File: src/meter_ctl_pkg.sv
`default_nettype none
package meter_ctl_pkg;
   // ----------------------------------------
   // register map (byte offsets)
   // ----------------------------------------
   localparam logic [7:0] OFS_CTRL = 8'h00;
   localparam logic [7:0] OFS_SERCFG = 8'h04;
   localparam logic [7:0] OFS_LOCK = 8'h08;
   localparam logic [7:0] OFS_STATUS = 8'h0C;
   localparam logic [7:0] OFS_IRQ_STAT = 8'h10;
   localparam logic [7:0] OFS_IRQ_MASK = 8'h14;
   localparam logic [7:0] OFS_PEAK = 8'h18;
   localparam logic [7:0] OFS_VALLEY = 8'h1C;
   localparam logic [7:0] OFS_DISPLAY = 8'h20;
   localparam logic [7:0] OFS_CMD = 8'h24;
   // ----------------------------------------
   // field positions
   // ----------------------------------------
   localparam int CTRL_SCOPE = 0;
   localparam int CTRL_PRINT_EN = 1;
   localparam int CTRL_ALM_RST_EN = 2;
   localparam int CTRL_LATCH_EN = 3;
   localparam int CTRL_FMT_LO = 4;
   localparam int SER_BAUD_LO = 0;
   localparam int SER_PAR_LO = 4;
   localparam int SER_STOP = 8;
   localparam int SER_ADDR_LO = 16;
   localparam int CMD_NVM = 0;
   localparam int CMD_EXIT = 1;
   localparam int IRQ_TARE = 0;
   localparam int IRQ_EXTRST = 1;
   localparam int IRQ_PRINT = 2;
   localparam int IRQ_ALMCLR = 3;
   localparam int IRQ_REJECT = 4;
   localparam int IRQ_W = 5;
   // ----------------------------------------
   // encodings and reset values
   // ----------------------------------------
   localparam logic [1:0] PAR_NONE = 2'h0;
   localparam logic [1:0] PAR_ODD = 2'h1;
   localparam logic [1:0] PAR_EVEN = 2'h2;
   localparam logic STOP_ONE = 1'h0;
   localparam logic STOP_TWO = 1'h1;
   // baud codes 0..6 = 300,600,1200,2400,4800,9600,19200
   localparam logic [2:0] BAUD_300 = 3'h0;
   localparam logic [2:0] BAUD_9600 = 3'h5;
   localparam logic [2:0] BAUD_19200 = 3'h6;
   localparam logic [7:0] ADDR_RST = 8'h01;
   localparam logic [4:0] LOCK_RST = 5'h1F;
   localparam logic [7:0] CTRL_RST = 8'h00;
   localparam int RDG_W = 24;
   localparam int NLINES = 7;
   // line indices
   localparam int LN_TARE = 0;
   localparam int LN_PEAK = 1;
   localparam int LN_VALLEY = 2;
   localparam int LN_EXTRST = 3;
   localparam int LN_HOLD = 4;
   localparam int LN_LOCK = 5;
   localparam int LN_PRINT = 6;
   // ----------------------------------------
   // timing
   // ----------------------------------------
   localparam int CLK_MHZ = 125;
   localparam int DEBOUNCE_US = 5000;
   localparam int DEBOUNCE_CYC = DEBOUNCE_US * CLK_MHZ;
   localparam int DBC_W = 20;
endpackage
`default_nettype wire

File: src/line_debounce.sv
`default_nettype none
module line_debounce
   import meter_ctl_pkg::*;
#(
   parameter int unsigned CYC = DEBOUNCE_CYC
)
(
   input wire logic core_clk,
   input wire logic sys_rst,
   input wire logic [NLINES-1:0] raw_n,
   output logic [NLINES-1:0] clean_n_q
);
   // ----------------------------------------
   // per-line sync and debounce
   // ----------------------------------------
   genvar i;
   generate
      for (i = 0; i < NLINES; i++)
      begin : g_line
         logic meta_q;
         logic sync_q;
         logic [DBC_W-1:0] cnt_q;
         always_ff @(posedge core_clk or posedge sys_rst)
         begin
            if (sys_rst)
            begin
               meta_q <= 1'h1;
               sync_q <= 1'h1;
               cnt_q <= '0;
               clean_n_q[i] <= 1'h1;
            end
            else
            begin
               meta_q <= raw_n[i];
               sync_q <= meta_q;
               if (sync_q == clean_n_q[i])
                  cnt_q <= '0;
               else if (cnt_q == DBC_W'(CYC - 1))
               begin
                  cnt_q <= '0;
                  clean_n_q[i] <= sync_q;
               end
               else
                  cnt_q <= cnt_q + DBC_W'(1);
            end
         end
      end
   endgenerate
endmodule
`default_nettype wire

File: src/extreme_track.sv
`default_nettype none
module extreme_track
   import meter_ctl_pkg::*;
(
   input wire logic core_clk,
   input wire logic sys_rst,
   input wire logic clear,
   input wire logic valid,
   input wire logic signed [RDG_W-1:0] value,
   output logic signed [RDG_W-1:0] peak_q,
   output logic signed [RDG_W-1:0] valley_q
);
   // ----------------------------------------
   // running highest and lowest reading
   // ----------------------------------------
   wire up = valid && (value > peak_q);
   wire dn = valid && (value < valley_q);
   always_ff @(posedge core_clk or posedge sys_rst)
   begin
      if (sys_rst)
      begin
         peak_q <= '0;
         valley_q <= '0;
      end
      else if (clear)
      begin
         peak_q <= value;
         valley_q <= value;
      end
      else
      begin
         if (up)
            peak_q <= value;
         if (dn)
            valley_q <= value;
      end
   end
endmodule
`default_nettype wire

File: src/meter_external_control.sv
`default_nettype none
module meter_external_control
   import meter_ctl_pkg::*;
#(
   parameter int unsigned DEBOUNCE_CYCLES = DEBOUNCE_CYC
)
(
   input wire logic core_clk,
   input wire logic sys_rst,
   input wire logic [7:0] avs_address,
   input wire logic avs_read,
   input wire logic avs_write,
   input wire logic [31:0] avs_writedata,
   input wire logic [3:0] avs_byteenable,
   output logic [31:0] avs_readdata,
   output logic avs_waitrequest,
   output logic irq_q,
   input wire logic tare_n,
   input wire logic peak_sel_n,
   input wire logic valley_sel_n,
   input wire logic ext_reset_n,
   input wire logic hold_n,
   input wire logic lockout_n,
   input wire logic print_reset_n,
   input wire logic menu_key,
   input wire logic live_valid,
   input wire logic signed [RDG_W-1:0] live_reading,
   input wire logic [1:0] setpoint_cond,
   input wire logic [1:0] alarm_cond,
   output logic signed [RDG_W-1:0] display_q,
   output logic display_flash_q,
   output logic signed [RDG_W-1:0] net_reading_q,
   output logic setup_mode_q,
   output logic hard_reset_q,
   output logic print_start_q,
   output logic [3:0] print_format_q,
   output logic nvm_store_q,
   output logic [2:0] baud_sel_q,
   output logic [1:0] parity_sel_q,
   output logic stop_sel_q,
   output logic [7:0] node_address_q,
   output logic [3:0] sp_pull_oe_q
);
   // ----------------------------------------
   // control lines
   // ----------------------------------------
   logic [NLINES-1:0] clean_n;
   logic [NLINES-1:0] prev_n_q;
   line_debounce #(.CYC(DEBOUNCE_CYCLES)) u_dbc (
      .core_clk(core_clk),
      .sys_rst(sys_rst),
      .raw_n({print_reset_n, lockout_n, hold_n, ext_reset_n, valley_sel_n, peak_sel_n, tare_n}),
      .clean_n_q(clean_n)
   );
   wire [NLINES-1:0] act = ~clean_n;
   wire [NLINES-1:0] fall = prev_n_q & ~clean_n;
   wire tare_ev = fall[LN_TARE];
   wire extrst_ev = fall[LN_EXTRST];
   wire print_ev = fall[LN_PRINT];
   wire peak_act = act[LN_PEAK];
   wire valley_act = act[LN_VALLEY];
   wire hold_act = act[LN_HOLD];
   wire lock_act = act[LN_LOCK];

   // ----------------------------------------
   // registers
   // ----------------------------------------
   logic [7:0] ctrl_q;
   logic [4:0] lockbits_q;
   logic [IRQ_W-1:0] irq_stat_q;
   logic [IRQ_W-1:0] irq_mask_q;
   logic signed [RDG_W-1:0] zero_ref_q;
   logic [1:0] alarm_lat_q;
   logic signed [RDG_W-1:0] peak_v;
   logic signed [RDG_W-1:0] valley_v;

   wire scope = ctrl_q[CTRL_SCOPE];
   wire full_rst = extrst_ev && !scope;
   wire pv_clear = extrst_ev || full_rst;
   wire print_go = print_ev && ctrl_q[CTRL_PRINT_EN];
   wire alm_clr = (print_ev && ctrl_q[CTRL_ALM_RST_EN]) || full_rst;

   // ----------------------------------------
   // bus decode
   // ----------------------------------------
   wire req = (avs_read || avs_write) && avs_waitrequest;
   wire wr = avs_write && !avs_waitrequest;
   wire [31:0] bmask = {{8{avs_byteenable[3]}}, {8{avs_byteenable[2]}},
                        {8{avs_byteenable[1]}}, {8{avs_byteenable[0]}}};
   wire [31:0] wdat = avs_writedata & bmask;
   wire sel_ctrl = avs_address == OFS_CTRL;
   wire sel_ser = avs_address == OFS_SERCFG;
   wire sel_lock = avs_address == OFS_LOCK;
   wire sel_stat = avs_address == OFS_IRQ_STAT;
   wire sel_mask = avs_address == OFS_IRQ_MASK;
   wire sel_cmd = avs_address == OFS_CMD;
   wire [31:0] ser_old = {8'h00, node_address_q, 7'h00, stop_sel_q,
                          2'h0, parity_sel_q, 1'h0, baud_sel_q};
   wire [31:0] ser_new = (ser_old & ~bmask) | wdat;
   wire [1:0] par_new = ser_new[SER_PAR_LO +: 2];
   wire [2:0] baud_new = ser_new[SER_BAUD_LO +: 3];
   wire ser_legal = (par_new != 2'h3) && (baud_new <= BAUD_19200);
   wire ser_ok = !lock_act && (lockbits_q == 5'h00) && ser_legal;
   wire cfg_ok = !lock_act;
   wire ctrl_we = wr && sel_ctrl && cfg_ok;
   wire ser_we = wr && sel_ser && ser_ok;
   wire lock_we = wr && sel_lock && cfg_ok;
   wire nvm_req = wr && sel_cmd && avs_byteenable[0] && avs_writedata[CMD_NVM];
   wire exit_req = wr && sel_cmd && avs_byteenable[0] && avs_writedata[CMD_EXIT];
   wire menu_refused = menu_key && !setup_mode_q && lock_act;
   wire reject = (wr && (sel_ctrl || sel_lock) && !cfg_ok) || (wr && sel_ser && !ser_ok)
                 || (nvm_req && lock_act) || menu_refused;
   wire [31:0] status_w = {18'h0, sp_pull_oe_q, alarm_lat_q, setup_mode_q, act};
   wire [31:0] rdata =
      sel_ctrl ? {24'h0, ctrl_q} :
      sel_ser ? ser_old :
      sel_lock ? {27'h0, lockbits_q} :
      (avs_address == OFS_STATUS) ? status_w :
      sel_stat ? {27'h0, irq_stat_q} :
      sel_mask ? {27'h0, irq_mask_q} :
      (avs_address == OFS_PEAK) ? {{8{peak_v[RDG_W-1]}}, peak_v} :
      (avs_address == OFS_VALLEY) ? {{8{valley_v[RDG_W-1]}}, valley_v} :
      (avs_address == OFS_DISPLAY) ? {{8{display_q[RDG_W-1]}}, display_q} :
      32'h0000_0000;

   always_ff @(posedge core_clk or posedge sys_rst)
   begin
      if (sys_rst)
      begin
         avs_waitrequest <= 1'h1;
         avs_readdata <= 32'h0000_0000;
      end
      else
      begin
         avs_waitrequest <= !req;
         if (req && avs_read)
            avs_readdata <= rdata;
      end
   end

   // ----------------------------------------
   // configuration
   // ----------------------------------------
   wire [IRQ_W-1:0] events = {reject, alm_clr, print_go, extrst_ev, tare_ev};
   wire [IRQ_W-1:0] w1c = (wr && sel_stat && avs_byteenable[0]) ? avs_writedata[IRQ_W-1:0] : '0;
   always_ff @(posedge core_clk or posedge sys_rst)
   begin
      if (sys_rst)
      begin
         ctrl_q <= CTRL_RST;
         lockbits_q <= LOCK_RST;
         baud_sel_q <= BAUD_9600;
         parity_sel_q <= PAR_NONE;
         stop_sel_q <= STOP_ONE;
         node_address_q <= ADDR_RST;
         irq_stat_q <= '0;
         irq_mask_q <= '0;
         irq_q <= 1'h0;
      end
      else
      begin
         if (ctrl_we)
            ctrl_q <= (ctrl_q & ~bmask[7:0]) | wdat[7:0];
         if (lock_we)
            lockbits_q <= (lockbits_q & ~bmask[4:0]) | wdat[4:0];
         if (ser_we)
         begin
            baud_sel_q <= baud_new;
            parity_sel_q <= par_new;
            stop_sel_q <= ser_new[SER_STOP];
            node_address_q <= ser_new[SER_ADDR_LO +: 8];
         end
         if (wr && sel_mask && avs_byteenable[0])
            irq_mask_q <= avs_writedata[IRQ_W-1:0];
         irq_stat_q <= (irq_stat_q & ~w1c) | events;
         irq_q <= |(((irq_stat_q & ~w1c) | events) & irq_mask_q);
      end
   end

   // ----------------------------------------
   // reading path
   // ----------------------------------------
   wire signed [RDG_W-1:0] net_d = live_reading - zero_ref_q;
   extreme_track u_ext (
      .core_clk(core_clk),
      .sys_rst(sys_rst),
      .clear(pv_clear),
      .valid(live_valid),
      .value(net_d),
      .peak_q(peak_v),
      .valley_q(valley_v)
   );
   wire show_sel = peak_act || valley_act;
   wire signed [RDG_W-1:0] disp_src = peak_act ? peak_v : valley_act ? valley_v : net_d;
   always_ff @(posedge core_clk or posedge sys_rst)
   begin
      if (sys_rst)
      begin
         zero_ref_q <= '0;
         net_reading_q <= '0;
         display_q <= '0;
         display_flash_q <= 1'h0;
      end
      else
      begin
         if (full_rst)
            zero_ref_q <= '0;
         else if (tare_ev)
            zero_ref_q <= live_reading;
         if (live_valid)
            net_reading_q <= net_d;
         if (!hold_act)
         begin
            display_q <= disp_src;
            display_flash_q <= show_sel;
         end
      end
   end

   // ----------------------------------------
   // modes, pulses, outputs
   // ----------------------------------------
   wire [1:0] alarm_d = (alm_clr ? 2'h0 : alarm_lat_q) | alarm_cond;
   wire [1:0] alarm_out = ctrl_q[CTRL_LATCH_EN] ? alarm_d : alarm_cond;
   always_ff @(posedge core_clk or posedge sys_rst)
   begin
      if (sys_rst)
      begin
         prev_n_q <= '1;
         alarm_lat_q <= 2'h0;
         setup_mode_q <= 1'h0;
         hard_reset_q <= 1'h0;
         print_start_q <= 1'h0;
         print_format_q <= 4'h0;
         nvm_store_q <= 1'h0;
         sp_pull_oe_q <= 4'h0;
      end
      else
      begin
         prev_n_q <= clean_n;
         alarm_lat_q <= ctrl_q[CTRL_LATCH_EN] ? alarm_d : 2'h0;
         if (full_rst || exit_req)
            setup_mode_q <= 1'h0;
         else if (menu_key && !lock_act)
            setup_mode_q <= 1'h1;
         hard_reset_q <= full_rst;
         print_start_q <= print_go;
         if (print_go)
            print_format_q <= ctrl_q[CTRL_FMT_LO +: 4];
         nvm_store_q <= nvm_req && !lock_act;
         sp_pull_oe_q <= {alarm_out, setpoint_cond};
      end
   end
endmodule
`default_nettype wire

File: config.mk
export PLATFORM = sky130hd
export DESIGN_NAME = meter_external_control
export DESIGN_NICKNAME = d
export VERILOG_FILES = /design/src/meter_ctl_pkg.sv /design/src/line_debounce.sv /design/src/extreme_track.sv /design/src/meter_external_control.sv
export SDC_FILE = /design/constraint.sdc
export NUM_CORES = 1
export LEC_CHECK = 0
export BUFFER_PORTS_ARGS = -buffer_cell sky130_fd_sc_hd__buf_2
export CAP_MARGIN = 20
export CORE_UTILIZATION = 55
export CTS_CLUSTER_SIZE = 10
export DETAILED_ROUTE_END_ITERATION = 10
export PLACE_DENSITY = 0.86
export SETUP_SLACK_MARGIN = 0.3
export SYNTH_ARGS = -nofsm -noshare
export SYNTH_HDL_FRONTEND = slang
export SYNTH_HIERARCHICAL = 1
export SYNTH_SLANG_ARGS = --single-unit
export TNS_END_PERCENT = 30
File: constraint.sdc
create_clock -name core_clk -period 5.9 [get_ports core_clk]
set_input_delay 1.18 -clock core_clk [delete_from_list [all_inputs] [get_ports core_clk]]
set_output_delay 1.18 -clock core_clk [all_outputs]
set_load 0.05 [all_outputs]
==> results_dict.tcl, run 1 <==
set metrics [dict create \
    drive_above_1_share_pct 20.6 \
    h-tree-depth 2 \
    setup.worst_path.class "input port to flip-flop" \
    grt_pass1_wl_mm 81.8 \
    synth_edf_count 0 \
    async_flop_share_pct 100 \
    viasPerCell 6.10 \
    final.setup.tns_ps 0 \
    clk_pin_slew_ps 60 \
    drc 0 \
    cts-root-buf "clkbuf_16" \
    dp.final_hpwl_mm 36.2 \
    maxCapViolations 0 \
    syn_inst 2010 \
    synth_area_leaders "dfrtp_1 (42%), ha_1 (5.3%), dfstp_2 (4.4%)" \
    wirelength_mm 51.6 \
    critPathArrivalTime_ps 5620 \
    drtPass1Iterations 7 \
    final_common_cell "dfrtp_1" \
    synth_nets 2180 \
    ys.flop_type "dfrtp_1" \
    max_slew_margin_pct 25.5 \
    grt_use_total_pct 28.2 \
    avgSynthCellArea_um2 9.82 \
    wire_per_inst_um 19.2 \
    hold_violations 0 \
    synth_top_area_share_pct 41.8 \
    fin_ws_ps 705 \
    drt_iter0_drc 1497 \
    yosysUniqueCellTypes 97 \
    mostFrequentLayoutCells "dfrtp_1 (330), nor2_1 (202), nand2_1 (190)" \
    cts_resized 0 \
    clock_skew_ps 20.2 \
    synth_top_area_cell "dfrtp_1" \
    hold_path.class "flip-flop to flip-flop" \
    port_buffers 177 \
    endpoint_kind "flip-flop" \
    tightestPinTransition_ps 1120 \
    grt_overflow_total 0 \
    ir_drop_v 0.000252 \
    cts.sinks 363 \
    slew_violations 0 \
    numCtsBuffers 44 \
    power_density_mw_per_mm2 307 \
    post_cts_buffers 0 \
    clk_path_buf_depth 3 \
    dp_slack_ps 267 \
    worstSkewPairLatency_ps 570 \
    crit_path_max_fanout 9 \
    required_ps 6330 \
    achievable-frequency_mhz 193 \
    gp_congestion 0.990 \
    status "complete, no violations" \
    fin_crit_sh_pct 88.0 \
    num_vias 16400 \
    die_h_um 191 \
    fin_nets 2357 \
    cts_tree "built" \
    grt_max_degree 107 \
    start_util_pct 55.6 \
    grt_pass1_vias 16000 \
    antenna_found_initial 8 \
    setup_violations 0 \
    die_width_um 191 \
    drtAntennaViolNets 0 \
    p_leak_uw 0.0101 \
    core_area_mm2 0.0355 \
    cts_hold_buf 0 \
    ys_seq_elements 363 \
    start_kind "input port" \
    syn_area_mm2 0.0197 \
    synth_seq_area_share_pct 46.2 \
    dieArea_mm2 0.0367 \
    rsz0062_at_grt "false" \
    min_period_ps 5190 \
    syn_to_final_growth_pct 14.0 \
    io_pins 194 \
    yosysWarnings 6 \
    fp-row-count 69 \
]
==> synthesized netlist by cell type (15+ instances only) <==
library cell and number:
a21o_1 17, a21oi_1 145, a221oi_1 23, a31oi_1 15, buf_2 22, clkbuf_1 41, dfrtp_1 330, dfstp_2 33
ha_1 84, inv_1 121, mux2_2 77, mux2_4 22, nand2_1 190, nand3_1 60, nand4_1 53, nor2_1 202
nor2b_1 15, nor3_1 39, nor4_1 28, o21ai_0 64, o21ai_1 19, or3_1 30, or4_1 22, xnor2_1 79
xor2_1 39
==> layer usage <==
layer / share of wire, % / global-route usage, % / up-vias
met3: 7.2 / 6.00 / 151
met4: 4.8 / 14.5 / 2
met1: 40 / 34.5 / 8005
met2: 48 / 46.8 / 706
li1: - / - / 7520
met5: 0.033 / 0 / -
==> path summary, 6_finish.rpt <==
kind | slack, ps | cells after the start | startpoint | endpoint
max | 710 | 19 | live_reading[0] | u_ext/peak_q[7]
min | 350 | 0 | u_dbc/g_line[1].meta_q | u_dbc/g_line[1].sync_q
max reg2reg | 1060 | 17 | zero_ref_q[0] | u_ext/peak_q[7]
min reg2reg | 350 | 0 | u_dbc/g_line[1].meta_q | u_dbc/g_line[1].sync_q
max in group asynchronous | 3740 | 3 | sys_rst | u_dbc/g_line[0].cnt_q[4]
min in group asynchronous | 640 | 2 | sys_rst | u_ext/peak_q[3]
==> metrics by stage <==
step | instance area (µm²) | hold slack, ps | power (µW) | utilization, % | instances
2_1_floorplan | 19700 | 345 | 4000 | - | 2010
3_3_place_gp | 21100 | 347 | 4300 | 59.4 | 2599
3_5_place_dp | 21100 | 347 | 4390 | 59.4 | 2599
4_1_cts | 22400 | 353 | 6910 | 63.2 | 2678
5_1_grt | 22500 | 359 | 7200 | 63.4 | 2685
6_report | 22500 | 347 | 6900 | 63.4 | 2688
==> state kept, by name, summed over array words and instances, names as in the netlist, 3 cells and up, named ones only <==
register,cells
u_ext/peak_q,24
u_dbc/g_line.sync_q,7
net_reading_q,24
print_format_q,4
zero_ref_q,24
irq_mask_q,5
u_dbc/g_line.meta_q,7
u_dbc/g_line.cnt_q,140
u_ext/valley_q,24
display_q,24
irq_stat_q,5
sp_pull_oe_q,4
baud_sel_q,3
prev_n_q,3
u_dbc/clean_n_q,7
avs_readdata,25
==> where the power goes <==
part	switching, µW	internal, µW	leakage, µW
Combinational	786	627	0.00496
Sequential	257	2720	0.00452
Clock	1020	1490	0.000644
Total	2060	4840	0.0101
==> worst max-delay path: stages <==
cell and delay [ps]:
buf_2 90, inv_1 40, ha_1 220, fa_1 420, nor2b_1 200, o211ai_1 140, a21oi_1 370, nand4_1 250
a21oi_2 300, nor2_1 100, xnor2_1 310, ha_1 330, a21oi_1 180, nand2_1 70, a221o_1 340, a211oi_1 260
o211a_1 260, buf_4 210, mux2_2 360
==> layout make-up <==
class	count	area [µm²]
repair buffers	213	1200
clock inverters	4	35.0
diodes	7	17.5
clock buffers	75	1300
flip-flops and latches	363	9130
inverters	122	468
well taps	461	577
multi-input cells	1443	9770
fillers	2764	13000
==> cell families (layout without fill, tap and decap cells) <==
group                    Yosys count  in the layout  share of synthesized area, %
flip-flops                       363            363                          46.2
AO/OA/AOI/OAI                    390            390                          12.8
other                              0              7                             0
adder cells (fa/ha/maj)           85             85                          5.43
multiplexers                     124            124                          7.42
XOR/XNOR                         119            119                          5.32
AND/OR/NAND/NOR                  725            725                          18.4
buffers and inverters            204            414                          4.37
Power figures use the tool's default switching activity.
==> inputs of run 2 (changes only) <==
--- a/config.mk
+++ b/config.mk
@@ -7,13 +7,12 @@
 export LEC_CHECK = 0
 export BUFFER_PORTS_ARGS = -buffer_cell sky130_fd_sc_hd__buf_2
 export CAP_MARGIN = 20
-export CORE_UTILIZATION = 55
+export CORE_UTILIZATION = 25
 export CTS_CLUSTER_SIZE = 10
 export DETAILED_ROUTE_END_ITERATION = 10
-export PLACE_DENSITY = 0.86
+export PLACE_DENSITY = 0.51
 export SETUP_SLACK_MARGIN = 0.3
 export SYNTH_ARGS = -nofsm -noshare
 export SYNTH_HDL_FRONTEND = slang
-export SYNTH_HIERARCHICAL = 1
 export SYNTH_SLANG_ARGS = --single-unit
 export TNS_END_PERCENT = 30
==> run 2 against run 1 <==
Effect of this change:
- first-iteration DRC count decreased by 43%
- hold slack improved by 7.3 ps
- design area decreased by 0.69%
- clock-buffer cell count decreased by 1
- clock skew increased by 8.2 ps
- die area increased by 110%
- sequential power decreased by 2%
- setup slack got worse by 200 ps
- sequential share of layout area increased by 0.28 points
- maximum frequency decreased by 3.7%
- flip-flop and latch count unchanged
- critical path type unchanged
- largest cell class is now flip-flops and latches
- largest power group unchanged
==> results_dict.tcl, run 2 <==
set metrics [dict create \
    core_area_mm2 0.0743 \
    status "complete, no violations" \
    antenna_found_initial 1 \
    hold_violations 0 \
    critPathSlowestCell "or3_1" \
    grt_pass1_wl_mm 83.8 \
    numCtsBuffers 45 \
    tightestPinTransition_ps 1060 \
    start_util_pct 25.2 \
    synth_top_area_cell "dfrtp_1" \
    worstHoldStart "u_dbc.g_line[0].meta_q" \
    cts_tree "built" \
    achievable-frequency_mhz 185 \
    reg2reg_to "u_ext.peak_q[0]" \
    p_int_uw 4860 \
    switchingPower_uw 2090 \
    cts.sinks 363 \
    power_density_mw_per_mm2 311 \
    final_core_util_pct 30.1 \
    yosysMostFrequentCell "dfrtp_1" \
    wire_per_inst_um 17.4 \
    reg2reg_depth 19 \
    syn_inst 1896 \
    viasPerCell 4.70 \
    syn_to_final_growth_pct 19.2 \
    final_common_cell "dfrtp_1" \
    worst-path-buf-inv 4 \
    crit_chain "buf_2 -> inv_1 -> ha_1 -> fa_1 -> nand2b_1 -> a21o_1 -> a221oi_2 -> o21ai_1 -> a21oi_2 -> a221o_1 -> xnor2_2 -> inv_1 -> ha_1 -> nand4_1 -> or3_1 -> nor4_4 -> a211oi_1 -> and3_1 -> o21ai_2 -> buf_12 -> mux2_2" \
    cts_hold_buf 0 \
    synth_nets 2059 \
    min_to "u_dbc.g_line[0].sync_q" \
    grt_overflow_total 0 \
    p_total_uw 6960 \
    synth_edf_count 0 \
    share_seq_of_total_power_pct 41.9 \
    grt_use_total_pct 14.2 \
    synth_common_cells "dfrtp_1 (330), nor2_1 (228), nand2_1 (184), a21oi_1 (123), mux2_2 (109)" \
    setup.worst_path.class "input port to flip-flop" \
    fin_cells 3086 \
    critPathArrivalTime_ps 5830 \
    syn_area_mm2 0.0187 \
    cts-root-buf "clkbuf_16" \
    cts_resized 0 \
    swShare_pct 30.1 \
    top_register "u_dbc.g_line.cnt_q" \
    yosysUniqueCellTypes 71 \
    ys_seq_elements 363 \
    slowest_delay_ps 470 \
    drc 0 \
    grt_max_degree 166 \
    slew_violations 0 \
    fp-row-count 100 \
    clock_skew_ps 28.4 \
    yosysWarnings 0 \
    clk_pin_slew_ps 60 \
    synth_seq_area_share_pct 48.7 \
    grt_pass1_vias 14600 \
    num_vias 14500 \
    synth_top_area_share_pct 44.1 \
    largest_reg_flops 140 \
    rsz0062_at_grt "false" \
    mostFrequentLayoutCells "dfrtp_1 (330), nor2_1 (227), nand2_1 (184)" \
    hold_path.class "flip-flop to flip-flop" \
    wirelength_mm 53.8 \
    die_h_um 276 \
    synth_area_leaders "dfrtp_1 (44%), mux2_2 (6.5%), ha_1 (5.1%)" \
    h-tree-depth 2 \
    hold_depth 0 \
    final.setup.tns_ps 0 \
    maxCapViolations 0 \
    ys.flop_type "dfrtp_1" \
    post_cts_buffers 0 \
    drive_above_1_share_pct 21.2 \
    avgSynthCellArea_um2 9.89 \
    start_kind "input port" \
    die_width_um 276 \
    fin_nets 2246 \
    setup_violations 0 \
    top_regs "u_dbc.g_line.cnt_q x140, avs_readdata x25" \
    endpoint_kind "flip-flop" \
    drtAntennaViolNets 0 \
    fin_crit_sh_pct 91.4 \
    worstSkewPairLatency_ps 580 \
    power_frac_comb_pct 19.8 \
    drtPass1Iterations 5 \
    r2r_slack_ps 890 \
    place_area_mm2 0.0209 \
    io_pins 194 \
    dieArea_mm2 0.0761 \
    async_flop_share_pct 100 \
    p_leak_uw 0.0102 \
    rr_startpoint "zero_ref_q[0]" \
    pwr-share-clk_pct 38.3 \
    critPathTopFamily "compound AO/OA/AOI/OAI gates" \
    dp_cells 3003 \
    crit_path_max_fanout 18 \
    min_period_ps 5390 \
    ir_drop_v 0.000181 \
    drt_iter0_drc 851 \
    gp_congestion 0.827 \
    clk_path_buf_depth 3 \
    required_ps 6340 \
    final_area_mm2 0.0223 \
    port_buffers 177 \
    dp.final_hpwl_mm 39.6 \
    max_slew_margin_pct 29.1 \
]
run 2: per-stage QoR:
| stage | setup slack, ps | hold WS [ps] |
|---|---|---|
| floorplan | -121 | 345 |
| finish | 508 | 354 |
| global placement | -0.178 | 348 |
| global route | 284 | 362 |
| CTS | 518 | 357 |
| detailed placement | -42.9 | 351 |
run 2: logic make-up (layout without fill, tap and decap cells):
family | after synthesis | count (layout) | share of synthesized area [%]
adders and majority gates | 78 | 78 | 5.25
AOI/OAI and AO/OA | 325 | 325 | 10.8
muxes | 143 | 143 | 8.44
DFF | 363 | 363 | 48.7
and+or+nand+nor | 681 | 681 | 17.0
buffers and inverters | 178 | 398 | 3.76
other | 0 | 1 | 0
xor gates and xnor gates | 128 | 128 | 6.02
run 2: worst reg2reg max path, stage by stage, from the launching register on:
cell	delay, ps
dfrtp_1	380
ha_1	210
fa_1	390
nand2b_1	180
a21o_1	200
a221oi_2	350
o21ai_1	210
a21oi_2	230
a221o_1	220
xnor2_2	120
inv_1	80
ha_1	290
nand4_1	120
or3_1	470
nor4_4	340
a211oi_1	130
and3_1	220
o21ai_2	200
buf_12	200
mux2_2	370
run 2: how the worst max path moves through the flow:
| stage | endpoint | start | cells after the start | slack, ps |
|---|---|---|---|---|
| after CTS | u_ext.peak_q[0] | live_reading[0] | 21 | 520 |
| after detailed placement | u_ext.peak_q[5] | live_reading[0] | 21 | -40 |
| after global routing | u_ext.peak_q[0] | live_reading[0] | 21 | 280 |
| final | u_ext.peak_q[0] | live_reading[0] | 21 | 510 |
| after global placement | u_ext.peak_q[2] | live_reading[0] | 21 | -0.2 |
| after floorplan | async pin | sys_rst | 1 | -120 |
run 2: layout make-up:
class | instances | area (µm²)
diodes | 1 | 2.50
clock buffers | 74 | 1320
clock inverters | 6 | 85.1
fillers | 7834 | 52000
inverters | 94 | 357
multi-input cells | 1355 | 8930
flip-flops and latches | 363 | 9130
well taps | 969 | 1210
repair buffers | 224 | 1320
run 2: layer usage:
metal	vias to the layer above	wire length [µm]	track usage, %	share of wire [%]
met2	325	24900	22.9	46
met1	7111	23800	18.2	44
met4	2	1330	4.19	2.5
li1	6984	-	-	-
met3	79	3750	4.05	7.0
met5	-	9	0	0.017
run 2: power groups by stage:
stage	registers (µW)	logic (µW)	clock network (µW)
3_5_place_dp	2960	1380	0
6_report	2910	1380	2670
2_1_floorplan	3010	879	0
5_1_grt	2950	1550	2860
4_1_cts	2910	1390	2760
3_3_place_gp	2950	1360	0
==> inputs of run 3 (changes only) <==
==> constraint.sdc (replaced) <==
create_clock -name core_clk -period 5.9 [get_ports core_clk]
set_input_delay 0.295 -clock core_clk [delete_from_list [all_inputs] [get_ports core_clk]]
set_output_delay 0.295 -clock core_clk [all_outputs]
set_load 0.05 [all_outputs]
==> run 3 against run 2 <==
Effect of this change:
- non-clock buffer count grew 34
- global-route usage grew 0.051 points
- combinational power is essentially flat
- first-iteration DRC count grew 14%
- maximum frequency grew 3.6%
- clock power grew 2%
- sequential share of layout area shrank 0.69 points
- total power grew 0.75%
- critical path depth grew 1
- sequential power is essentially flat
- critical endpoint is now u_ext.peak_q[4]
- largest cell class unchanged
==> results_dict.tcl, run 3 (synthesis results as in run 2) <==
set metrics [dict create \
    top_regs "u_dbc.g_line.cnt_q x140, avs_readdata x25" \
    num_vias 14700 \
    maxCapViolations 0 \
    cts.sinks 363 \
    clock_skew_ps 30.3 \
    gp_congestion 0.840 \
    die_h_um 276 \
    register_area_mm2 0.00913 \
    achievable-frequency_mhz 192 \
    required_ps 6340 \
    power_density_mw_per_mm2 309 \
    final_core_util_pct 30.6 \
    drc 0 \
    p_total_uw 7010 \
    clk_path_buf_depth 3 \
    final_common_cell "dfrtp_1" \
    clk_pin_slew_ps 60 \
    numCtsBuffers 46 \
    slew_violations 0 \
    port_buffers 177 \
    drtPass1Iterations 7 \
    core_area_mm2 0.0743 \
    grt_max_degree 126 \
    dp.final_hpwl_mm 39.1 \
    viasPerCell 4.72 \
    mostFrequentLayoutCells "dfrtp_1 (330), nor2_1 (227), nand2_1 (184)" \
    grt_use_total_pct 14.2 \
    drive_above_1_share_pct 19.9 \
    grt_overflow_total 0 \
    h-tree-depth 2 \
    start_kind "input port" \
    cts-root-buf "clkbuf_16" \
    hold_slack_ps 27.5 \
    multi_input_area_mm2 0.00891 \
    worstSkewPairLatency_ps 580 \
    cts_tree "built" \
    endpoint_kind "flip-flop" \
    wirelength_mm 53.9 \
    min_period_ps 5200 \
    grt_pass1_wl_mm 84.0 \
    syn_to_final_growth_pct 21.2 \
    final.setup.tns_ps 0 \
    tightestPinTransition_ps 1120 \
    dieArea_mm2 0.0761 \
    hold_violations 0 \
    p_leak_uw 0.0103 \
    worstHoldStart "avs_writedata[5]" \
    hold_path.class "input port to flip-flop" \
    critPathLaunch "live_reading[0]" \
    start_util_pct 25.2 \
    fin_nets 2281 \
    rr_startpoint "zero_ref_q[0]" \
    antenna_found_initial 2 \
    critPathArrivalTime_ps 5640 \
    max_slew_margin_pct 25.4 \
    die_width_um 276 \
    grt_pass1_vias 14700 \
    rsz0062_at_grt "false" \
    setup.worst_path.class "input port to flip-flop" \
    crit_path_max_fanout 15 \
    drt_iter0_drc 974 \
    wire_per_inst_um 17.3 \
    nFillCells 7785 \
    ir_drop_v 0.000179 \
    fp-row-count 100 \
    drtAntennaViolNets 0 \
    largest_reg_flops 140 \
    io_pins 194 \
    top_register "u_dbc.g_line.cnt_q" \
    status "complete, no violations" \
    setup_violations 0 \
    fin_crit_sh_pct 88.2 \
]
## run 3: timing repair
item	4_1_cts	5_1_grt
buffers inserted	0	0
resized for setup	0	1
hold buffers	53	0
setup endpoints to repair	0	10
hold endpoints to repair	63	0
## run 3: final cells by class
class | count | area share, %
Sequential cell | 363 | 40.2
Multi-Input combinational cell | 1355 | 39.2
Timing Repair Buffer | 258 | 7.34
Clock buffer | 75 | 5.81
Tap cell | 969 | 5.34
Inverter | 94 | 1.57
Clock inverter | 8 | 0.540
Antenna cell | 1 | 0.0110
## run 3: power breakdown
group          internal, µW  leakage [µW]  total (µW)  switching, µW
sequential             2720       0.00451        2910            192
clock                  1610      0.000697        2720           1100
combinational           592       0.00507        1390            795
## run 3: path summary, 6_finish.rpt
check                      depth (start not counted)                   endpoint  slack (ps)
max                                               22            u_ext.peak_q[4]         700
min                                                2                  flip-flop          30
max reg2reg                                       19            u_ext.peak_q[4]         740
min reg2reg                                        0     u_dbc.g_line[1].sync_q         350
max in group asynchronous                          5  u_dbc.g_line[5].cnt_q[10]        3860
min in group asynchronous                          3          print_format_q[2]         220
## run 3: stage by stage
stage | area (µm²) | setup slack, ps | std cells
2_1_floorplan | 18700 | 764 | 1896
3_3_place_gp | 20700 | 707 | 2986
3_5_place_dp | 20700 | 656 | 2986
4_1_cts | 22700 | 693 | 3122
5_1_grt | 22700 | 338 | 3123
6_report | 22700 | 698 | 3123
## run 3: per-layer routing
layer / GRT usage [%] / routed length (µm) / vias up
li1: - / - / 7061
met1: 18.6 / 24300 / 7244
met2: 23.1 / 24900 / 348
met3: 3.01 / 3240 / 84
met4: 4.89 / 1450 / 2
met5: 0 / 13 / -
## run 3: critical path: stages
cell,delay (ps)
dlygate4sd3_1,530
buf_2,110
inv_1,40
ha_1,210
fa_1,400
nand2b_1,180
a21o_1,200
a221oi_2,350
o21ai_1,180
a21oi_1,290
a221o_1,240
xnor2_2,160
inv_1,120
ha_1,310
nand4_1,110
or3_1,470
nor4_2,340
a211oi_1,130
and3_1,210
o21ai_2,160
buf_6,240
mux2_2,350
